===== src/core/sccs_pkg.sv =====
// Purpose: Shared constants and types of the system clock source select block.
// Assumes: sys_clk runs at 10 MHz; rates are modelled by phase accumulators.
// Notes: Mode codes and register offsets live here only.
package sccs_pkg;

   // Register offsets on the plain register port.
   localparam logic [3:0] REG_TUNE = 4'h0;
   localparam logic [3:0] REG_FREQ = 4'h1;
   localparam logic [3:0] REG_STAT = 4'h2;
   typedef logic [3:0] sccs_addr_t;
   typedef logic [7:0] sccs_data_t;

   // Reset values and field positions.
   localparam logic [5:0] TUNE_RESET = 6'h00;
   localparam logic [2:0] FREQ_RESET = 3'h0;
   localparam int TUNE_MSB = 5;
   localparam int FREQ_MSB = 2;

   // Oscillator modes, as held in the four-bit configuration field.
   typedef enum logic [3:0] {
      LOW_POWER_CRYSTAL_MODE = 4'h0,
      STANDARD_CRYSTAL_MODE = 4'h1,
      HIGH_SPEED_CRYSTAL_MODE = 4'h2,
      RC_CLOCK_OUT_MODE = 4'h3,
      EXT_CLOCK_OUT_MODE = 4'h4,
      EXT_CLOCK_IO_MODE = 4'h5,
      PLL_CRYSTAL_MODE = 4'h6,
      RC_IO_MODE = 4'h7,
      INTERNAL_OSC_DUAL_IO_MODE = 4'h8,
      INTERNAL_OSC_CLKOUT_MODE = 4'h9
   } sccs_mode_t;
   localparam sccs_mode_t MODE_RESET = HIGH_SPEED_CRYSTAL_MODE;

   // Control states, Gray coded along load, run, switch.
   typedef enum logic [1:0] {
      ST_LOAD = 2'h0,
      ST_RUN = 2'h1,
      ST_SWITCH = 2'h3
   } sccs_state_e_t;

   // Timing: sys_clk period and the fast source settle time.
   localparam int CLK_PERIOD_NS = 100;
   localparam int FAST_SETTLE_MS = 1;
   localparam int FAST_SETTLE_CYC = FAST_SETTLE_MS * 1000000 / CLK_PERIOD_NS;
   localparam int SLOW_SETTLE_TICKS = 8;

   // Rate model: sys_clk rate in kHz is the accumulator modulus.
   localparam logic [13:0] ACC_MOD = 14'h2710;
   localparam logic [13:0] FAST_STEP = 14'h1F40;
   localparam logic [7:0] SLOW_STEP = 8'h1F;

   // PLL figures in kHz.
   localparam logic [15:0] PLL_MAX_IN_KHZ = 16'h2710;
   localparam logic [15:0] PLL_MAX_OUT_KHZ = 16'h9C40;

   // Frequency of each internal frequency select code, in kHz.
   function automatic logic [15:0] internal_freq_select_khz(input logic [2:0] sel);
      case (sel)
         3'h7: internal_freq_select_khz = 16'h1F40;
         3'h6: internal_freq_select_khz = 16'h0FA0;
         3'h5: internal_freq_select_khz = 16'h07D0;
         3'h4: internal_freq_select_khz = 16'h03E8;
         3'h3: internal_freq_select_khz = 16'h01F4;
         3'h2: internal_freq_select_khz = 16'h00FA;
         3'h1: internal_freq_select_khz = 16'h007D;
         default: internal_freq_select_khz = 16'h001F;
      endcase
   endfunction : internal_freq_select_khz

   // Postscaler mask: divide by two to the power of seven minus the code.
   function automatic logic [5:0] post_mask(input logic [2:0] sel);
      case (sel)
         3'h6: post_mask = 6'h01;
         3'h5: post_mask = 6'h03;
         3'h4: post_mask = 6'h07;
         3'h3: post_mask = 6'h0F;
         3'h2: post_mask = 6'h1F;
         3'h1: post_mask = 6'h3F;
         default: post_mask = 6'h00;
      endcase
   endfunction : post_mask

endpackage : sccs_pkg


===== src/core/sccs_div4.sv =====
// Purpose: Divides a stream of system clock ticks by four onto a level.
// Assumes: tick_in is a one-cycle pulse per system clock period.
// Notes: Held low while run is low, so the pin starts on a full period.
`timescale 1ns/100ps
module sccs_div4
(
   input wire logic sys_clk,
   input wire logic rst_b,
   input wire logic tick_in,
   input wire logic run,
   output logic clk_out
);
   import sccs_pkg::*;

   // All state of this divider.
   typedef struct packed {
      logic [1:0] cnt;
   } sccs_div_t;

   sccs_div_t q; // Registered state.
   sccs_div_t n; // Next state.

   // Two ticks high, two ticks low gives a quarter of the tick rate.
   always_comb
   begin
      n = q;
      if (!run)
      begin
         n.cnt = 2'h0;
      end
      else if (tick_in)
      begin
         n.cnt = q.cnt + 2'h1;
      end
   end

   // State register.
   always_ff @(posedge sys_clk or negedge rst_b)
   begin
      if (!rst_b)
      begin
         q <= '0;
      end
      else
      begin
         q <= n;
      end
   end

   assign clk_out = q.cnt[1];

endmodule : sccs_div4


===== src/core/sccs_top.sv =====
// Purpose: Selects and conditions the system clock source and oscillator pins.
// Assumes: Pins are synchronous to sys_clk; external rate given in kHz.
// Notes: Internal sources are phase accumulators giving one-cycle ticks.
// Behaviour
// - PLL crystal mode multiplies crystal by four.
// - PLL enabled only in PLL crystal mode.
// - External clock modes need no start-up delay.
// - External clock-out mode drives pin quarter rate.
// - External I/O mode frees pin as bit6.
// - RC clock-out mode drives pin quarter rate.
// - RC I/O mode frees pin as bit6.
// - Fast source with postscaler, 125 kHz-4 MHz.
// - Fast source on only for 125k-8M selections.
// - Slow source on for internal or features.
// - Frequency select field picks the source.
// - Internal clkout mode: quarter rate, bit7 I/O.
// - Internal dual mode: both pins are I/O.
// - Tuning drifts sources, bounded settle times.
// - No flag reports tuning shift completed.
// - Tune field is a signed offset.
// - Tune register: six bits, upper read zero.
// - Ten modes from four configuration bits.
// - Select codes map to frequencies.
`timescale 1ns/100ps
module sccs_top
(
   input wire logic sys_clk,
   input wire logic rst_b,
   input wire logic [3:0] osc_mode_config,
   input wire logic [15:0] ext_freq_khz,
   input wire logic pwrt_en,
   input wire logic fscm_en,
   input wire logic wdt_en,
   input wire logic two_speed_en,
   input wire sccs_pkg::sccs_addr_t reg_addr,
   input wire sccs_pkg::sccs_data_t reg_wdata,
   input wire logic reg_wr,
   input wire logic reg_rd,
   output sccs_pkg::sccs_data_t reg_rdata,
   input wire logic osc_pin_in_i,
   output logic osc_pin_in_o,
   output logic osc_pin_in_oe_b,
   input wire logic osc_pin_out_i,
   output logic osc_pin_out_o,
   output logic osc_pin_out_oe_b,
   input wire logic port_a_bit6_o,
   input wire logic port_a_bit6_oe_b,
   output logic port_a_bit6_i,
   input wire logic port_a_bit7_o,
   input wire logic port_a_bit7_oe_b,
   output logic port_a_bit7_i,
   output logic sys_tick,
   output logic [15:0] sysclk_freq_khz,
   output logic pll_enable,
   output logic pll_range_err,
   output logic osc_startup_req,
   output logic fast_src_en,
   output logic slow_src_en
);
   import sccs_pkg::*;

   // All state of the block in one record.
   typedef struct packed {
      sccs_state_e_t st;
      sccs_mode_t mode;
      logic [5:0] tune;
      logic [2:0] internal_freq_select;
      logic [2:0] internal_freq_select_act;
      logic [13:0] fast_acc;
      logic [13:0] slow_acc;
      logic [13:0] fast_step;
      logic [7:0] slow_step;
      logic [5:0] post_cnt;
      logic pin_prev;
      logic fast_tick;
      logic slow_tick;
      logic sys_tick;
      logic range_err;
      logic [15:0] freq_khz;
      logic [7:0] rdata;
   } sccs_reg_t;

   // Reset image of the state record.
   localparam sccs_reg_t REG_INIT = '{
      st: ST_LOAD,
      mode: MODE_RESET,
      tune: TUNE_RESET,
      internal_freq_select: FREQ_RESET,
      internal_freq_select_act: FREQ_RESET,
      fast_acc: 14'h0000,
      slow_acc: 14'h0000,
      fast_step: FAST_STEP,
      slow_step: SLOW_STEP,
      post_cnt: 6'h00,
      pin_prev: 1'b0,
      fast_tick: 1'b0,
      slow_tick: 1'b0,
      sys_tick: 1'b0,
      range_err: 1'b0,
      freq_khz: 16'h0000,
      rdata: 8'h00
   };

   sccs_reg_t q; // Registered state.
   sccs_reg_t n; // Next state.

   logic is_int; // Internal block clocks the system.
   logic is_clkout; // Second pin carries a quarter-rate clock.
   logic is_io6; // Second pin is port A bit 6.
   logic is_xtal; // Crystal modes that need start-up.
   logic [13:0] fast_tgt; // Tuned step of the fast source.
   logic [7:0] slow_tgt; // Tuned step of the slow source.
   logic div_clk; // Quarter-rate clock from the divider.

   // Tick of the source chosen by a select code.
   function automatic logic src_tick(input logic [2:0] sel, input logic ft,
                                     input logic stk, input logic [5:0] cnt);
      if (sel == 3'h7)
      begin
         src_tick = ft;
      end
      else if (sel == 3'h0)
      begin
         src_tick = stk;
      end
      else
      begin
         src_tick = ft && ((cnt & post_mask(sel)) == post_mask(sel));
      end
   endfunction : src_tick

   // Mode groups decoded from the latched configuration.
   always_comb
   begin
      is_int = (q.mode == INTERNAL_OSC_CLKOUT_MODE) ||
               (q.mode == INTERNAL_OSC_DUAL_IO_MODE);
      is_clkout = (q.mode == EXT_CLOCK_OUT_MODE) ||
                  (q.mode == RC_CLOCK_OUT_MODE) ||
                  (q.mode == INTERNAL_OSC_CLKOUT_MODE);
      is_io6 = (q.mode == EXT_CLOCK_IO_MODE) ||
               (q.mode == RC_IO_MODE) ||
               (q.mode == INTERNAL_OSC_DUAL_IO_MODE);
      is_xtal = (q.mode == LOW_POWER_CRYSTAL_MODE) ||
                (q.mode == STANDARD_CRYSTAL_MODE) ||
                (q.mode == HIGH_SPEED_CRYSTAL_MODE) ||
                (q.mode == PLL_CRYSTAL_MODE);
   end

   // Tune targets: the field is two's complement around the calibrated step.
   assign fast_tgt = FAST_STEP + {{5{q.tune[5]}}, q.tune, 3'h0};
   assign slow_tgt = SLOW_STEP + {{5{q.tune[5]}}, q.tune[5:3]};

   // Source enables; the fast source also runs for a pending selection.
   assign fast_src_en = is_int && ((q.internal_freq_select_act != 3'h0) || (q.internal_freq_select != 3'h0));
   assign slow_src_en = is_int || pwrt_en || fscm_en || wdt_en || two_speed_en;

   // Next-state logic for the whole block.
   always_comb
   begin
      logic [14:0] fsum;
      logic [14:0] ssum;
      logic ext_tick;
      logic ft;
      logic stk;
      fsum = 15'h0000;
      ssum = 15'h0000;
      ext_tick = 1'b0;
      ft = 1'b0;
      stk = 1'b0;
      n = q;
      n.sys_tick = 1'b0;
      n.rdata = 8'h00;
      n.pin_prev = osc_pin_in_i;
      // A rising edge on the first pin is one period of an outside clock.
      ext_tick = osc_pin_in_i && !q.pin_prev;

      // Fast source: accumulator gives ticks at the tuned rate.
      if (fast_src_en)
      begin
         fsum = {1'b0, q.fast_acc} + {1'b0, q.fast_step};
         if (fsum >= {1'b0, ACC_MOD})
         begin
            ft = 1'b1;
            fsum = fsum - {1'b0, ACC_MOD};
         end
         n.fast_acc = fsum[13:0];
      end
      else
      begin
         n.fast_acc = 14'h0000;
      end
      if (ft)
      begin
         n.post_cnt = q.post_cnt + 6'h01;
      end

      // Slow source, same scheme with its own step.
      if (slow_src_en)
      begin
         ssum = {1'b0, q.slow_acc} + {7'h00, q.slow_step};
         if (ssum >= {1'b0, ACC_MOD})
         begin
            stk = 1'b1;
            ssum = ssum - {1'b0, ACC_MOD};
         end
         n.slow_acc = ssum[13:0];
      end
      else
      begin
         n.slow_acc = 14'h0000;
      end
      n.fast_tick = ft;
      n.slow_tick = stk;

      // Drift toward new tuning while running; no done flag exists.
      if (q.fast_step < fast_tgt)
      begin
         n.fast_step = q.fast_step + 14'h0001;
      end
      else if (q.fast_step > fast_tgt)
      begin
         n.fast_step = q.fast_step - 14'h0001;
      end
      // The slow step moves once per own tick, so it settles in a few ticks.
      if (stk && (q.slow_step < slow_tgt))
      begin
         n.slow_step = q.slow_step + 8'h01;
      end
      else if (stk && (q.slow_step > slow_tgt))
      begin
         n.slow_step = q.slow_step - 8'h01;
      end

      // Control sequence: load the mode once, then run or switch.
      case (q.st)
         ST_LOAD:
         begin
            n.mode = sccs_mode_t'(osc_mode_config);
            n.st = ST_RUN;
         end
         ST_RUN:
         begin
            if (is_int && (q.internal_freq_select != q.internal_freq_select_act))
            begin
               n.st = ST_SWITCH;
            end
            else if (is_int)
            begin
               n.sys_tick = src_tick(q.internal_freq_select_act, ft, stk, q.post_cnt);
            end
            else
            begin
               n.sys_tick = ext_tick;
            end
            if (!is_int)
            begin
               n.internal_freq_select_act = q.internal_freq_select;
            end
         end
         ST_SWITCH:
         begin
            // Output paused until the new source starts a whole period.
            if (src_tick(q.internal_freq_select, ft, stk, q.post_cnt))
            begin
               n.internal_freq_select_act = q.internal_freq_select;
               n.sys_tick = 1'b1;
               n.st = ST_RUN;
            end
         end
         default:
         begin
            n.st = ST_LOAD;
         end
      endcase

      // Reported system frequency.
      n.range_err = 1'b0;
      if (is_int)
      begin
         n.freq_khz = internal_freq_select_khz(q.internal_freq_select_act);
      end
      else if (q.mode == PLL_CRYSTAL_MODE)
      begin
         if (ext_freq_khz > PLL_MAX_IN_KHZ)
         begin
            n.freq_khz = PLL_MAX_OUT_KHZ;
            n.range_err = 1'b1;
         end
         else
         begin
            n.freq_khz = {ext_freq_khz[13:0], 2'h0};
         end
      end
      else
      begin
         n.freq_khz = ext_freq_khz;
      end

      // Register writes; only the low six tune bits exist.
      if (reg_wr && (reg_addr == REG_TUNE))
      begin
         n.tune = reg_wdata[TUNE_MSB:0];
      end
      if (reg_wr && (reg_addr == REG_FREQ))
      begin
         n.internal_freq_select = reg_wdata[FREQ_MSB:0];
      end

      // Register reads; data stand for the one following cycle.
      if (reg_rd)
      begin
         case (reg_addr)
            REG_TUNE: n.rdata = {2'h0, q.tune};
            REG_FREQ: n.rdata = {5'h00, q.internal_freq_select};
            // Status shows mode and enables but no tuning-done bit.
            REG_STAT: n.rdata = {q.mode, pll_enable, fast_src_en,
                                 slow_src_en, q.st == ST_SWITCH};
            default: n.rdata = 8'h00;
         endcase
      end
   end

   // The single state register of the block.
   always_ff @(posedge sys_clk or negedge rst_b)
   begin
      if (!rst_b)
      begin
         q <= REG_INIT;
      end
      else
      begin
         q <= n;
      end
   end

   // Quarter-rate clock for the second pin.
   sccs_div4 u_div4
   (
      .sys_clk(sys_clk),
      .rst_b(rst_b),
      .tick_in(q.sys_tick),
      .run(is_clkout),
      .clk_out(div_clk)
   );

   // Mode-dependent outputs; PLL runs only in its own mode.
   assign pll_enable = (q.mode == PLL_CRYSTAL_MODE);
   assign osc_startup_req = is_xtal;
   assign pll_range_err = q.range_err;
   assign sys_tick = q.sys_tick;
   assign sysclk_freq_khz = q.freq_khz;
   assign reg_rdata = q.rdata;

   // Second pin: clock out, port bit 6, or left to the oscillator.
   assign osc_pin_out_o = is_clkout ? div_clk : (is_io6 && port_a_bit6_o);
   assign osc_pin_out_oe_b = is_clkout ? 1'b0 : (is_io6 ? port_a_bit6_oe_b : 1'b1);
   assign port_a_bit6_i = is_io6 && osc_pin_out_i;

   // First pin: port bit 7 in both internal modes.
   assign osc_pin_in_o = is_int && port_a_bit7_o;
   assign osc_pin_in_oe_b = is_int ? port_a_bit7_oe_b : 1'b1;
   assign port_a_bit7_i = is_int && osc_pin_in_i;
endmodule : sccs_top


===== config.mk =====
export PLATFORM = sky130hd
export DESIGN_NAME = sccs_top
export DESIGN_NICKNAME = d
export VERILOG_FILES = /design/src/core/sccs_pkg.sv /design/src/core/sccs_div4.sv /design/src/core/sccs_top.sv
export SDC_FILE = /design/constraint.sdc
export NUM_CORES = 1
export LEC_CHECK = 0
export ABC_AREA = 1
export ABC_CLOCK_PERIOD_IN_PS = 5400
export BUFFER_PORTS_ARGS = -buffer_cell sky130_fd_sc_hd__buf_2
export CORE_MARGIN = 4
export CORE_UTILIZATION = 45
export CTS_CLUSTER_SIZE = 10
export DETAILED_ROUTE_END_ITERATION = 12
export GPL_ROUTABILITY_DRIVEN = 0
export PLACE_DENSITY = 0.71
export SYNTH_ARGS = -nofsm -noshare
export SYNTH_HDL_FRONTEND = slang
export SYNTH_HIERARCHICAL = 1
export SYNTH_SLANG_ARGS = --single-unit
export TNS_END_PERCENT = 100

===== constraint.sdc =====
create_clock -name sys_clk -period 5.4 [get_ports sys_clk]
set_input_delay 1.08 -clock sys_clk [delete_from_list [all_inputs] [get_ports sys_clk]]
set_output_delay 1.08 -clock sys_clk [all_outputs]
set_load 0.05 [all_outputs]

# [Word level (Yosys, flattened, before mapping)]
# Index checks and enable logic that the tools add are counted.
[totals] inputBits=46 register_bits=103 elab_cells=162 output_inout_bits=36
[op_classes] reduce_logical=39 mux=52 order_cmp=7 bitwise=2 eq_ne=34 addsub=12
[op_table] cell="13-bit case mux with 7 select lines" count=1
[op_table] cell="14-bit 2-to-1 mux" count=6
[op_table] cell="6-bit case mux with 6 select lines" count=2
[op_table] cell="16-bit 2-to-1 mux" count=3
[op_table] cell="6-bit 2-to-1 mux" count=8
[op_table] cell="15-bit by 14-bit >= comparator with 1-bit output (second input constant)" count=2
[op_table] cell="14-bit subtractor (second input constant)" count=2
[op_table] cell="3-bit == test (second input constant)" count=8
[op_table] cell="8-bit 2-to-1 mux" count=3
[op_table] cell="8-bit case mux with 3 select lines" count=1
[op_table] cell="1-bit 2-to-1 mux" count=19
[op_table] cell="4-bit by 3-bit == test with 1-bit output (second input constant)" count=4
[op_table] cell="16-bit by 14-bit > comparator with 1-bit output (second input constant)" count=1
[op_table] cell="14-bit by 14-bit adder with 15-bit output" count=1
[op_table] cell="14-bit by 8-bit adder with 15-bit output" count=1
[op_table] cell="13-bit by 14-bit adder with 14-bit output (first input constant)" count=1
[op_table] cell="14-bit by 1-bit adder with 14-bit output (second input constant)" count=1
[op_table] cell="14-bit > comparator" count=1
[op_table] cell="14-bit < comparator" count=1
[op_table] cell="14-bit by 1-bit subtractor with 14-bit output (second input constant)" count=1
[op_table] cell="1-bit logical AND" count=13
[op_table] cell="1-bit logical OR" count=13
[op_table] cell="6-bit AND" count=2
[op_table] cell="3-bit by 2-bit == test with 1-bit output (second input constant)" count=4
[op_table] cell="30 further kinds" count=47

# [Depth between registers and ports, before layout]
# Gate-level depths: netlist (run 1).
[depth] depth_word=15 ltp_mapped=26 ltp_nobuf=25

# [Hierarchy]
# The synthesis (run 1) kept the hierarchy.
[modules_own_cells] mod="sccs_top" n_inst=1 cells_each=1094 seq_area_each_um2=2542.4 area_each_um2=7981.4
[modules_own_cells] mod="sccs_div4" n_inst=1 cells_each=10 seq_area_each_um2=50.0 area_each_um2=82.6

# [Worst setup path after synthesis (run 1)]
# No wires, ideal clock.
[synth_path] path_kind="reg2reg" from="register q[35] in the netlist's numbering" to="register q[42] in the netlist's numbering" path_slack_ns=1.120 setup_ns=0.123 t_required_ns=5.277 arrival_ns=4.158 n_path_buf=1 stages_incl_launch_ff=26 period_less_slack_ns=4.280 cell_sequence="dfstp_2 -> ha_1 -> inv_1 -> fa_1 -> inv_1 -> nand3_1 -> nand2_2 -> xor2_2 -> ha_1 -> nand3_1 -> nor2_1 -> nand2_1 -> nor2_1 -> nand3_1 -> nor2_1 -> a21oi_1 -> nand2_4 -> buf_6 -> nand3b_1 -> ha_1 -> a21o_1 -> a31oi_1 -> o221ai_1 -> xor2_1 -> nand4_1 -> xnor2_1"
[synth_between] elab_chain_cells=6 elab_cells_between_ends=13 cone_classes="3 x add/sub; 3 x order compare; 4 x mux; 3 x reduce/logical"
[synth_lines] element="start: declaration" line_no="sccs_top.sv:104" source="sccs_reg_t q;"
[synth_lines] element="start signal: assignment" line_no="sccs_top.sv:332" source="q <= n;"
[synth_lines] element="14-bit by 8-bit adder with 15-bit output" line_no="sccs_top.sv:200" source="ssum = {1'b0, q.slow_acc} + {7'h00, q.slow_step};"
[synth_lines] element="15-bit by 14-bit >= comparator with 1-bit output" line_no="sccs_top.sv:201" source="if (ssum >= {1'b0, ACC_MOD})"
[synth_lines] element="1-bit 2-to-1 mux" line_no="sccs_top.sv:201"
[synth_lines] element="1-bit 2-to-1 mux" line_no="sccs_top.sv:198" source="if (slow_src_en)"
[synth_lines] element="1-bit logical AND, on equally long branches" line_no="sccs_top.sv:225, sccs_top.sv:229"
[synth_lines] element="8-bit 2-to-1 mux / 2-bit nonzero test (equally long branches)"
# Several ways; a longest one is shown, not always the timed one. The select of a mux whose other input is x is not followed.
# A chain may end at the register's enable or synchronous reset.

# [Worst setup path after layout (run 1)]
# Same ends and word-level chain as after synthesis.

==> results of run 1 <==
[synth_stat cells (7+ instances only)]
cell type                    n
sky130_fd_sc_hd__a211oi_1    7
sky130_fd_sc_hd__a21oi_1    64
sky130_fd_sc_hd__a31oi_1     8
sky130_fd_sc_hd__buf_4      24
sky130_fd_sc_hd__clkbuf_1   10
sky130_fd_sc_hd__dfrtp_1    91
sky130_fd_sc_hd__dfstp_2    12
sky130_fd_sc_hd__ha_1       66
sky130_fd_sc_hd__inv_1     141
sky130_fd_sc_hd__inv_2      19
sky130_fd_sc_hd__nand2_1   267
sky130_fd_sc_hd__nand2_2    16
sky130_fd_sc_hd__nand3_1    64
sky130_fd_sc_hd__nand3_2     8
sky130_fd_sc_hd__nand3b_1    8
sky130_fd_sc_hd__nand4_1    18
sky130_fd_sc_hd__nor2_1     93
sky130_fd_sc_hd__nor3_1     23
sky130_fd_sc_hd__o21ai_0    56
sky130_fd_sc_hd__o21ai_1     8
sky130_fd_sc_hd__xnor2_1    12
sky130_fd_sc_hd__xor2_1     17
[kinds of logic after synthesis]
group                      Yosys count  share of synthesized area, %
xor gates and xnor gates            31                          3.69
buffers and inverters              201                          10.8
and+or+nand+nor                    523                          29.5
AOI/OAI and AO/OA                  174                          12.3
DFF                                103                          32.1
muxes                                2                         0.372
adders and majority gates           70                          11.2
[worst reg2reg max path, stage by stage, from the launching register on]
cell	delay, ns
sky130_fd_sc_hd__dfstp_2	0.58
sky130_fd_sc_hd__ha_1	0.24
sky130_fd_sc_hd__inv_1	0.08
sky130_fd_sc_hd__fa_1	0.40
sky130_fd_sc_hd__inv_1	0.12
sky130_fd_sc_hd__nand3_1	0.09
sky130_fd_sc_hd__nand2_2	0.13
sky130_fd_sc_hd__xor2_2	0.25
sky130_fd_sc_hd__ha_1	0.20
sky130_fd_sc_hd__nand3_1	0.07
sky130_fd_sc_hd__nor2_1	0.10
sky130_fd_sc_hd__nand2_1	0.06
sky130_fd_sc_hd__nor2_1	0.11
sky130_fd_sc_hd__nand3_1	0.08
sky130_fd_sc_hd__nor2_1	0.09
sky130_fd_sc_hd__a21oi_1	0.10
sky130_fd_sc_hd__nand2_4	0.10
sky130_fd_sc_hd__nand3b_1	0.26
sky130_fd_sc_hd__ha_1	0.44
sky130_fd_sc_hd__a21o_1	0.19
sky130_fd_sc_hd__a31oi_1	0.28
sky130_fd_sc_hd__o221ai_1	0.20
sky130_fd_sc_hd__xor2_1	0.19
sky130_fd_sc_hd__nand4_1	0.12
sky130_fd_sc_hd__xnor2_1	0.15
[layout make-up]
type                       count  share of cell area [%]
antenna                        1                  0.0283
clock buffer                  11                    2.75
clock inverter                 5                   0.722
inverter                     161                    6.87
multi-input combinational    800                    52.2
sequential                   103                    29.3
tap                          225                    3.19
timing repair buffer          84                    4.93
[path summary, 6_finish.rpt]
check / slack, ns / end / from / cells after the start
max: 0.63 / q[42]$_DFFE_PN0P_ / q[35]$_DFFE_PN1P_ / 24
min: 0.49 / q[101]$_DFFE_PN0P_ / q[102]$_DFFE_PN0P_ / 1
max reg2reg: 0.63 / q[42]$_DFFE_PN0P_ / q[35]$_DFFE_PN1P_ / 24
min reg2reg: 0.49 / q[101]$_DFFE_PN0P_ / q[102]$_DFFE_PN0P_ / 1
max in group asynchronous: 3.55 / q[39]$_DFFE_PN1P_ / rst_b / 2
min in group asynchronous: 0.83 / q[72]$_DFF_PN0_ / rst_b / 1
[power groups by stage]
stage	clock network, mW	registers, mW	logic [mW]
after floorplan	0	1.07	2.06
after global placement	0	1.15	2.42
after detailed placement	0	1.15	2.48
after CTS	0.705	1.14	2.50
after global routing	0.739	1.16	2.88
final	0.689	1.14	2.50
[per-layer routing]
layer	GRT usage [%]	vias up
li1	-	3692
met1	26.7	3332
met2	33.8	102
met3	1.89	18
met4	6.46	0
met5	0	-
[sequential cells by signal, summed over array words and instances, names as in the netlist]
register         flops
u_div4/q             2
sysclk_freq_khz     16
pll_range_err        1
reg_rdata            8
sys_tick             1
q                   75
==> results.txt, run 1 <==
- Synthesized area per cell: 7.30 um^2
* Maximum fanout count along the critical path: 7
- In the final routed layout, each cell accounts on average for 13.8 um.
- Summed over all layers, the routed wires come to 19300 um.
- Total power after layout: 4.33 mW
- Wire length of the first global-routing pass: 32900 um
- Input and output buffers added on the ports amount to 79.
- Initial antenna violation count: 1
- The post-route netlist has 15.6% of its cells at a drive strength greater than 1.
* Non-filler cells, final: 1390
* Floorplan die width: 142 um
- The internal portion of the total power is 2.25 mW.
- In the detailed route, the total length drawn on met3 is 578 um.
- Worst endpoint data arrival time: 5.01 ns
- The min-delay analysis places its worst path in the category register to register.
- P_leak: 4.61 nW
* Primary FF master, synth: sky130_fd_sc_hd__dfrtp_1
* Reg clk slew, reported paths: 0.07 ns
- Summed over all layers, the global routing overflow is 0.
- Net switching is 48.0% of the power.
* Fmax: 210 MHz
* Type of origin of the critical path: register
- Number of pins with negative max-slew slack in the final report: 0
* Met1 wire length: 9040 um
* RSZ-0062 raised after global routing: false
* Highest routed metal layer: met4
- Half-perimeter wire length after placement: 15100 um
- The worst path uses 88.3% of the clock period.
- For this run, the detailed router's first-pass iteration total came to 5.
- The floorplan step defined a core boundary enclosing 17400 um^2.
- Summing all placed instances gives a cell area of 8530 um^2.
* Net count reported at finish: 1275
* Clock latency on the worst-skew pair: 0.36 ns
* Worst path max stage delay: 0.58 ns
- The worst setup path is captured at a register.
* Total setup buffers inserted after CTS: 0
* Total standard cell area after synthesis: 8060 um^2
- Initial standard-cell utilization of the core: 46.3%
* Non-Filler Cell Area, Final: 8830 um^2
* Register bit count reported by yosys: 103
* Ys async rst share: 100%
- Ordered list of cells on the worst path: ha_1 > inv_1 > fa_1 > inv_1 > nand3_1 > nand2_2 > xor2_2 > ha_1 > nand3_1 > nor2_1 > nand2_1 > nor2_1 > nand3_1 > nor2_1 > a21oi_1 > nand2_4 > nand3b_1 > ha_1 > a21o_1 > a31oi_1 > o221ai_1 > xor2_1 > nand4_1 > xnor2_1
- Post-Route Setup TNS: 0 ns
- Share of the yosys chip area belonging to registers: 32.1%
- 82 I/O pins were placed.
* CTS resizes: 0
* Yosys top cell by area: sky130_fd_sc_hd__dfrtp_1
- Crit path buffers/inverters: 2
* Yosys top cell area share: 28.2%
- The final hold violation count is 0.
* Proportion of power drawn by combinational gates: 57.8%
* Remaining DRCs: 0
- Synth unique cells: 55
- Part of the total power dissipated in the clock network: 15.9%
* Main area contributors after synthesis: sky130_fd_sc_hd__dfrtp_1, sky130_fd_sc_hd__nand2_1, sky130_fd_sc_hd__ha_1
- # setup viols final: 0
* Power density over the cells: 490 nW/um^2
- Among cell families on the critical path, the largest total delay comes from adder cells.
- Measured on the finished design, the core utilization comes to 50.7%.
- Area taken by multi-input logic gates: 4610 um^2
- The root buffer cell chosen for the clock tree is sky130_fd_sc_hd__clkbuf_16.
- Buffer levels on the longest clock path: 2
- The critical path in this run is classified as register to register.
- The number of hold buffers added after CTS was 0.
- The via count of the first global-routing pass is 7011.
- Clock H-tree levels: 3
* Final worst hold slack: 0.486 ns
- Endpoint required time on the critical path: 5.64 ns
- TritonCTS built the clock tree.
* Setup skew after layout: 0.0106 ns
- Overall die area: 20100 um^2
- Number of instances in the synthesized netlist: 1104
- The top cell types in the final layout, fill and taps aside, are sky130_fd_sc_hd__nand2_1, sky130_fd_sc_hd__inv_1, sky130_fd_sc_hd__nor2_1, sky130_fd_sc_hd__dfrtp_1, sky130_fd_sc_hd__buf_2.
- Entering global routing, the biggest net connects 68 pins.
- Counting I/O delays and the setup requirement, the final critical path takes 4.77 ns.
- The run finished with clean final reports.
- Synth Net Count: 1220
- The number of clock buffers added by TritonCTS is 9.
- Fillcell total: 1748
* Remaining antenna violation count after routing: 0
* Number of vias per cell after detailed routing: 5.14
- Headroom to the max-slew limit came out at 28.4%.
- On the critical path, the stage with the largest delay is an instance of sky130_fd_sc_hd__dfstp_2.
- Maximum resistive drop on vdd: 485 uV
* Leading cell type in the layout, fill and taps excluded: sky130_fd_sc_hd__nand2_1
* Slew at the pin closest to its max-slew limit: 1.07 ns
* Reg area: 2590 um^2
- Number of standard-cell rows in the floorplan: 48
* Smallest setup slack after layout: 0.632 ns
- Number of clock sinks: 103
- Count of routing violations after the opening detailed-route iteration: 438
* Synth warn: 6
* Vias: 7144
* Cells after DPL: 1373
* DR WL met2: 9360 um
- Vertical extent of the die: 142 um
- OpenSTA, run right after detailed placement, puts the worst setup slack at 0.639 ns.
* Net switching power: 2.08 mW
- For this run, the total global-route usage over all layers was measured as 19.9%.
* Number of violations of the max-capacitance limit: 0
* Number of flops mapped to enable cells by yosys: 0
* Sequential cell fraction of total power: 26.3%
- Area Overhead vs Synth: 9.56%
(Power assumes the default switching activity.)
==> run 2, diff against run 1 <==
--- a/config.mk
+++ b/config.mk
@@ -6,7 +6,7 @@
 export NUM_CORES = 1
 export LEC_CHECK = 0
 export ABC_AREA = 1
-export ABC_CLOCK_PERIOD_IN_PS = 5400
+export ABC_CLOCK_PERIOD_IN_PS = 4400
 export BUFFER_PORTS_ARGS = -buffer_cell sky130_fd_sc_hd__buf_2
 export CORE_MARGIN = 4
 export CORE_UTILIZATION = 45
@@ -18,4 +18,4 @@
 export SYNTH_HDL_FRONTEND = slang
 export SYNTH_HIERARCHICAL = 1
 export SYNTH_SLANG_ARGS = --single-unit
-export TNS_END_PERCENT = 100
+export TNS_END_PERCENT = 5
==> constraint.sdc (replaced) <==
create_clock -name sys_clk -period 4.4 [get_ports sys_clk]
set_input_delay 0.88 -clock sys_clk [delete_from_list [all_inputs] [get_ports sys_clk]]
set_output_delay 0.88 -clock sys_clk [all_outputs]
set_load 0.05 [all_outputs]
==> results.txt, run 2 (same netlist as run 1, synthesis figures left out) <==
* Leading cell type in the layout, fill and taps excluded: sky130_fd_sc_hd__nand2_1
- The top cell types in the final layout, fill and taps aside, are sky130_fd_sc_hd__nand2_1, sky130_fd_sc_hd__inv_1, sky130_fd_sc_hd__nor2_1, sky130_fd_sc_hd__dfrtp_1, sky130_fd_sc_hd__buf_2.
- The final instance area is 8990 um^2 (+1.8%).
- The maximum fanout along the worst path is 4 (-3).
* Endpoint required time on the critical path: 4.63 ns (-1.01 ns)
- Sequential cell fraction of total power: 26.1% (-0.2 points)
- Slack of the worst reg-to-reg path: 0.23 ns (-0.40 ns)
- Final worst hold slack: 0.475 ns (-0.0115 ns)
- The number of nets in the layout is 1288 (+1.0%).
* Area Overhead vs Synth: 11.5%
- The maximum clock insertion buffer count was 2 (unchanged).
- Floorplan die width: 142 um (unchanged)
- The via count of the first global-routing pass was 6998 (-0.19%).
- The cell count along the critical path came to 25 (+4.2%).
- Fmax: 240 MHz (+14%)
* Cell area reported after detailed placement: 8580 um^2 (+0.62%)
- On the critical path the largest part of the delay comes from simple AND/OR/NAND/NOR gates.
- Net switching power: 2.54 mW (+22%)
* Reg-to-reg critical path startpoint: q[35]$_DFFE_PN1P_
- The fraction of power consumed by the clock network came to 15.7% (-0.2 points).
- The most critical setup path has its startpoint at q[35]$_DFFE_PN1P_.
- Proportion of power drawn by combinational gates: 58.2% (+0.4 points)
- Largest register FFs: 75 (unchanged)
- The static power due to leakage is 4.67 nW (+1.3%).
- The number of DRC markers in iteration 0 was 447 (+2.1%).
- The root buffer cell chosen for the clock tree is sky130_fd_sc_hd__clkbuf_16.
- Post-Route WL: 19500 um (+1.1%)
- The placement row count is 48 (unchanged).
* Setup skew after layout: 0.0110 ns (+0.000413 ns)
- The pin count of the biggest net entering global routing was 51 (-25%).
- Slowest stage cell, crit path: sky130_fd_sc_hd__dfstp_2
- The global router's overall resource usage came to 19.7% (-0.13 points).
- Grt ovf: 0 (unchanged)
- The hold buffer count at cts is 0 (unchanged).
- Proportion of layout cells with a drive suffix above 1: 17.4% (+1.8 points)
- The slew at the pin closest to its max-slew limit was 0.734 ns (-0.336 ns).
- The number of placed instances, taps included is 1380 (+0.51%).
- The number of max-cap violations was 0 (unchanged).
- The arrival time at the worst endpoint is 4.40 ns (-0.61 ns).
- The total number of H-tree levels was 3 (unchanged).
- The length of the first detailed-routing pass in iterations was 5 (unchanged).
- The area of the die was 20100 um^2 (unchanged).
- Minimum clock period: 4.17 ns (-0.603 ns)
- Setup repair after global routing could not meet its margin everywhere.
* Diodes inserted: 0 (-1)
- Boundary Pins: 82 (unchanged)
- The share of the cycle needed by the critical path after routing came to 94.7% (+6.4 points).
* Clock latency on the worst-skew pair: 0.35 ns (about the same)
- Number of pins with negative max-slew slack in the final report: 0 (unchanged)
* Type of origin of the critical path: register
- The initial core utilization was 46.3% (unchanged).
- q holds more flip-flops than any other register.
- Worst path max stage delay: 0.57 ns (about the same)
* Number of input and output port buffers inserted: 79 (unchanged)
- The total power density per cell area came to 596 nW/um^2 (+21%).
* R2r worst-path depth: 25 (+4.2%)
* Remaining DRCs: 0 (unchanged)
- Core Util, Final: 51.6% (+0.91 points)
* Count of final hold-check violations: 0 (unchanged)
- Crit path buffers/inverters: 3 (+1)
- Smallest setup slack after layout: 0.235 ns (-0.397 ns)
* R2R Path End: q[42]$_DFFE_PN0P_
* Number of clock sinks: 103 (unchanged)
* Net switching fraction of the power: 47.4% (-0.53 points)
- Remaining antenna violation count after routing: 0 (unchanged)
- Maximum resistive drop on vdd: 515 uV (+6.1%)
* Worst slew margin relative to its limit: 50.7% (+22 points)
- The critical path in this run is classified as register to register.
* Min-delay worst type: register to register
- The internal portion of total power was 2.82 mW (+25%).
* Worst setup EP type: register
- The run finished with clean final reports.
- The total chip power was 5.36 mW (+24%).
- The wire length per cell after detailed routing is 13.9 um (+0.19%).
* Wire length of the first global-routing pass: 32600 um (-0.90%)
- The sum of negative setup slack was 0 ns (unchanged).
- The number of buffers created by CTS is 9 (unchanged).
* Pre-CTS setup slack: 0.0226 ns (-0.616 ns)
- Initial antenna violation count: 0 (-1)
- Clock tree from TritonCTS: built
- The core outline area was 17400 um^2 (unchanged).
* Reg clk slew, reported paths: 0.07 ns (about the same)
- The vertical die dimension came to 142 um (unchanged).
- The post-DP HPWL is 15200 um (+0.50%).
* Number of vias per cell after detailed routing: 5.18 (+0.81%)
* # setup viols final: 0 (unchanged)
* Worst setup path end: q[42]$_DFFE_PN0P_
* Vias: 7264 (+1.7%)
- Non-filler cells, final: 1402 (+0.86%)
[run 2: worst min path at each step]
stage                        from                 end  slack (ns)  cells past startpoint
6_report       q[102]$_DFFE_PN0P_  q[101]$_DFFE_PN0P_        0.47                      1
5_1_grt        q[102]$_DFFE_PN0P_  q[101]$_DFFE_PN0P_        0.50                      1
4_1_cts        q[102]$_DFFE_PN0P_  q[101]$_DFFE_PN0P_        0.48                      1
3_5_place_dp   q[102]$_DFFE_PN0P_  q[101]$_DFFE_PN0P_        0.47                      1
3_3_place_gp   q[102]$_DFFE_PN0P_  q[101]$_DFFE_PN0P_        0.47                      1
2_1_floorplan  q[102]$_DFFE_PN0P_  q[101]$_DFFE_PN0P_        0.45                      1
[run 2: cell type report]
cell class	instances	area, um^2
Clock inverter	5	65.1
Multi-Input combinational cell	800	4670
Inverter	161	607
Sequential cell	103	2590
Tap cell	225	282
Timing Repair Buffer	97	533
Fill cell	1738	8420
Clock buffer	11	243
[run 2: per-layer routing]
| metal | vias to the layer above | GRT usage (%) | wire, um |
|---|---|---|---|
| met5 | - | 0 | 0 |
| met4 | 0 | 5.20 | 263 |
| met2 | 117 | 34.1 | 9680 |
| met1 | 3400 | 26.2 | 8950 |
| met3 | 16 | 2.53 | 553 |
| li1 | 3731 | - | - |
[run 2: repair_timing]
| action | in CTS | in global routing |
|---|---|---|
| setup endpoints to repair | 0 | 6 |
| buffers inserted | 0 | 6 |
| gates resized for setup | 0 | 11 |
| hold endpoints to repair | 0 | 0 |
[run 2: worst register-to-register path: stages (launching register included)]
cell	delay, ns
sky130_fd_sc_hd__dfstp_2	0.57
sky130_fd_sc_hd__ha_1	0.17
sky130_fd_sc_hd__inv_1	0.05
sky130_fd_sc_hd__fa_2	0.36
sky130_fd_sc_hd__inv_2	0.08
sky130_fd_sc_hd__nand3_1	0.08
sky130_fd_sc_hd__nand2_2	0.11
sky130_fd_sc_hd__xor2_2	0.16
sky130_fd_sc_hd__ha_1	0.17
sky130_fd_sc_hd__nand3_1	0.08
sky130_fd_sc_hd__nor2_1	0.10
sky130_fd_sc_hd__nand2_1	0.06
sky130_fd_sc_hd__nor2_1	0.12
sky130_fd_sc_hd__nand3_1	0.08
sky130_fd_sc_hd__nor2_1	0.09
sky130_fd_sc_hd__a21oi_1	0.10
sky130_fd_sc_hd__nand2_4	0.09
sky130_fd_sc_hd__nand3b_1	0.12
sky130_fd_sc_hd__buf_4	0.19
sky130_fd_sc_hd__ha_4	0.24
sky130_fd_sc_hd__a21o_1	0.21
sky130_fd_sc_hd__a31oi_4	0.20
sky130_fd_sc_hd__o221ai_2	0.16
sky130_fd_sc_hd__xor2_1	0.17
sky130_fd_sc_hd__nand4_1	0.13
sky130_fd_sc_hd__xnor2_1	0.16
[run 2: power by group through the flow]
stage	combinational [mW]	clock [mW]	sequential (mW)
CTS	3.08	0.852	1.40
finish	3.12	0.840	1.40
global route	3.59	0.899	1.42
floorplan	2.52	0	1.31
detailed placement	3.06	0	1.41
global placement	3.00	0	1.41
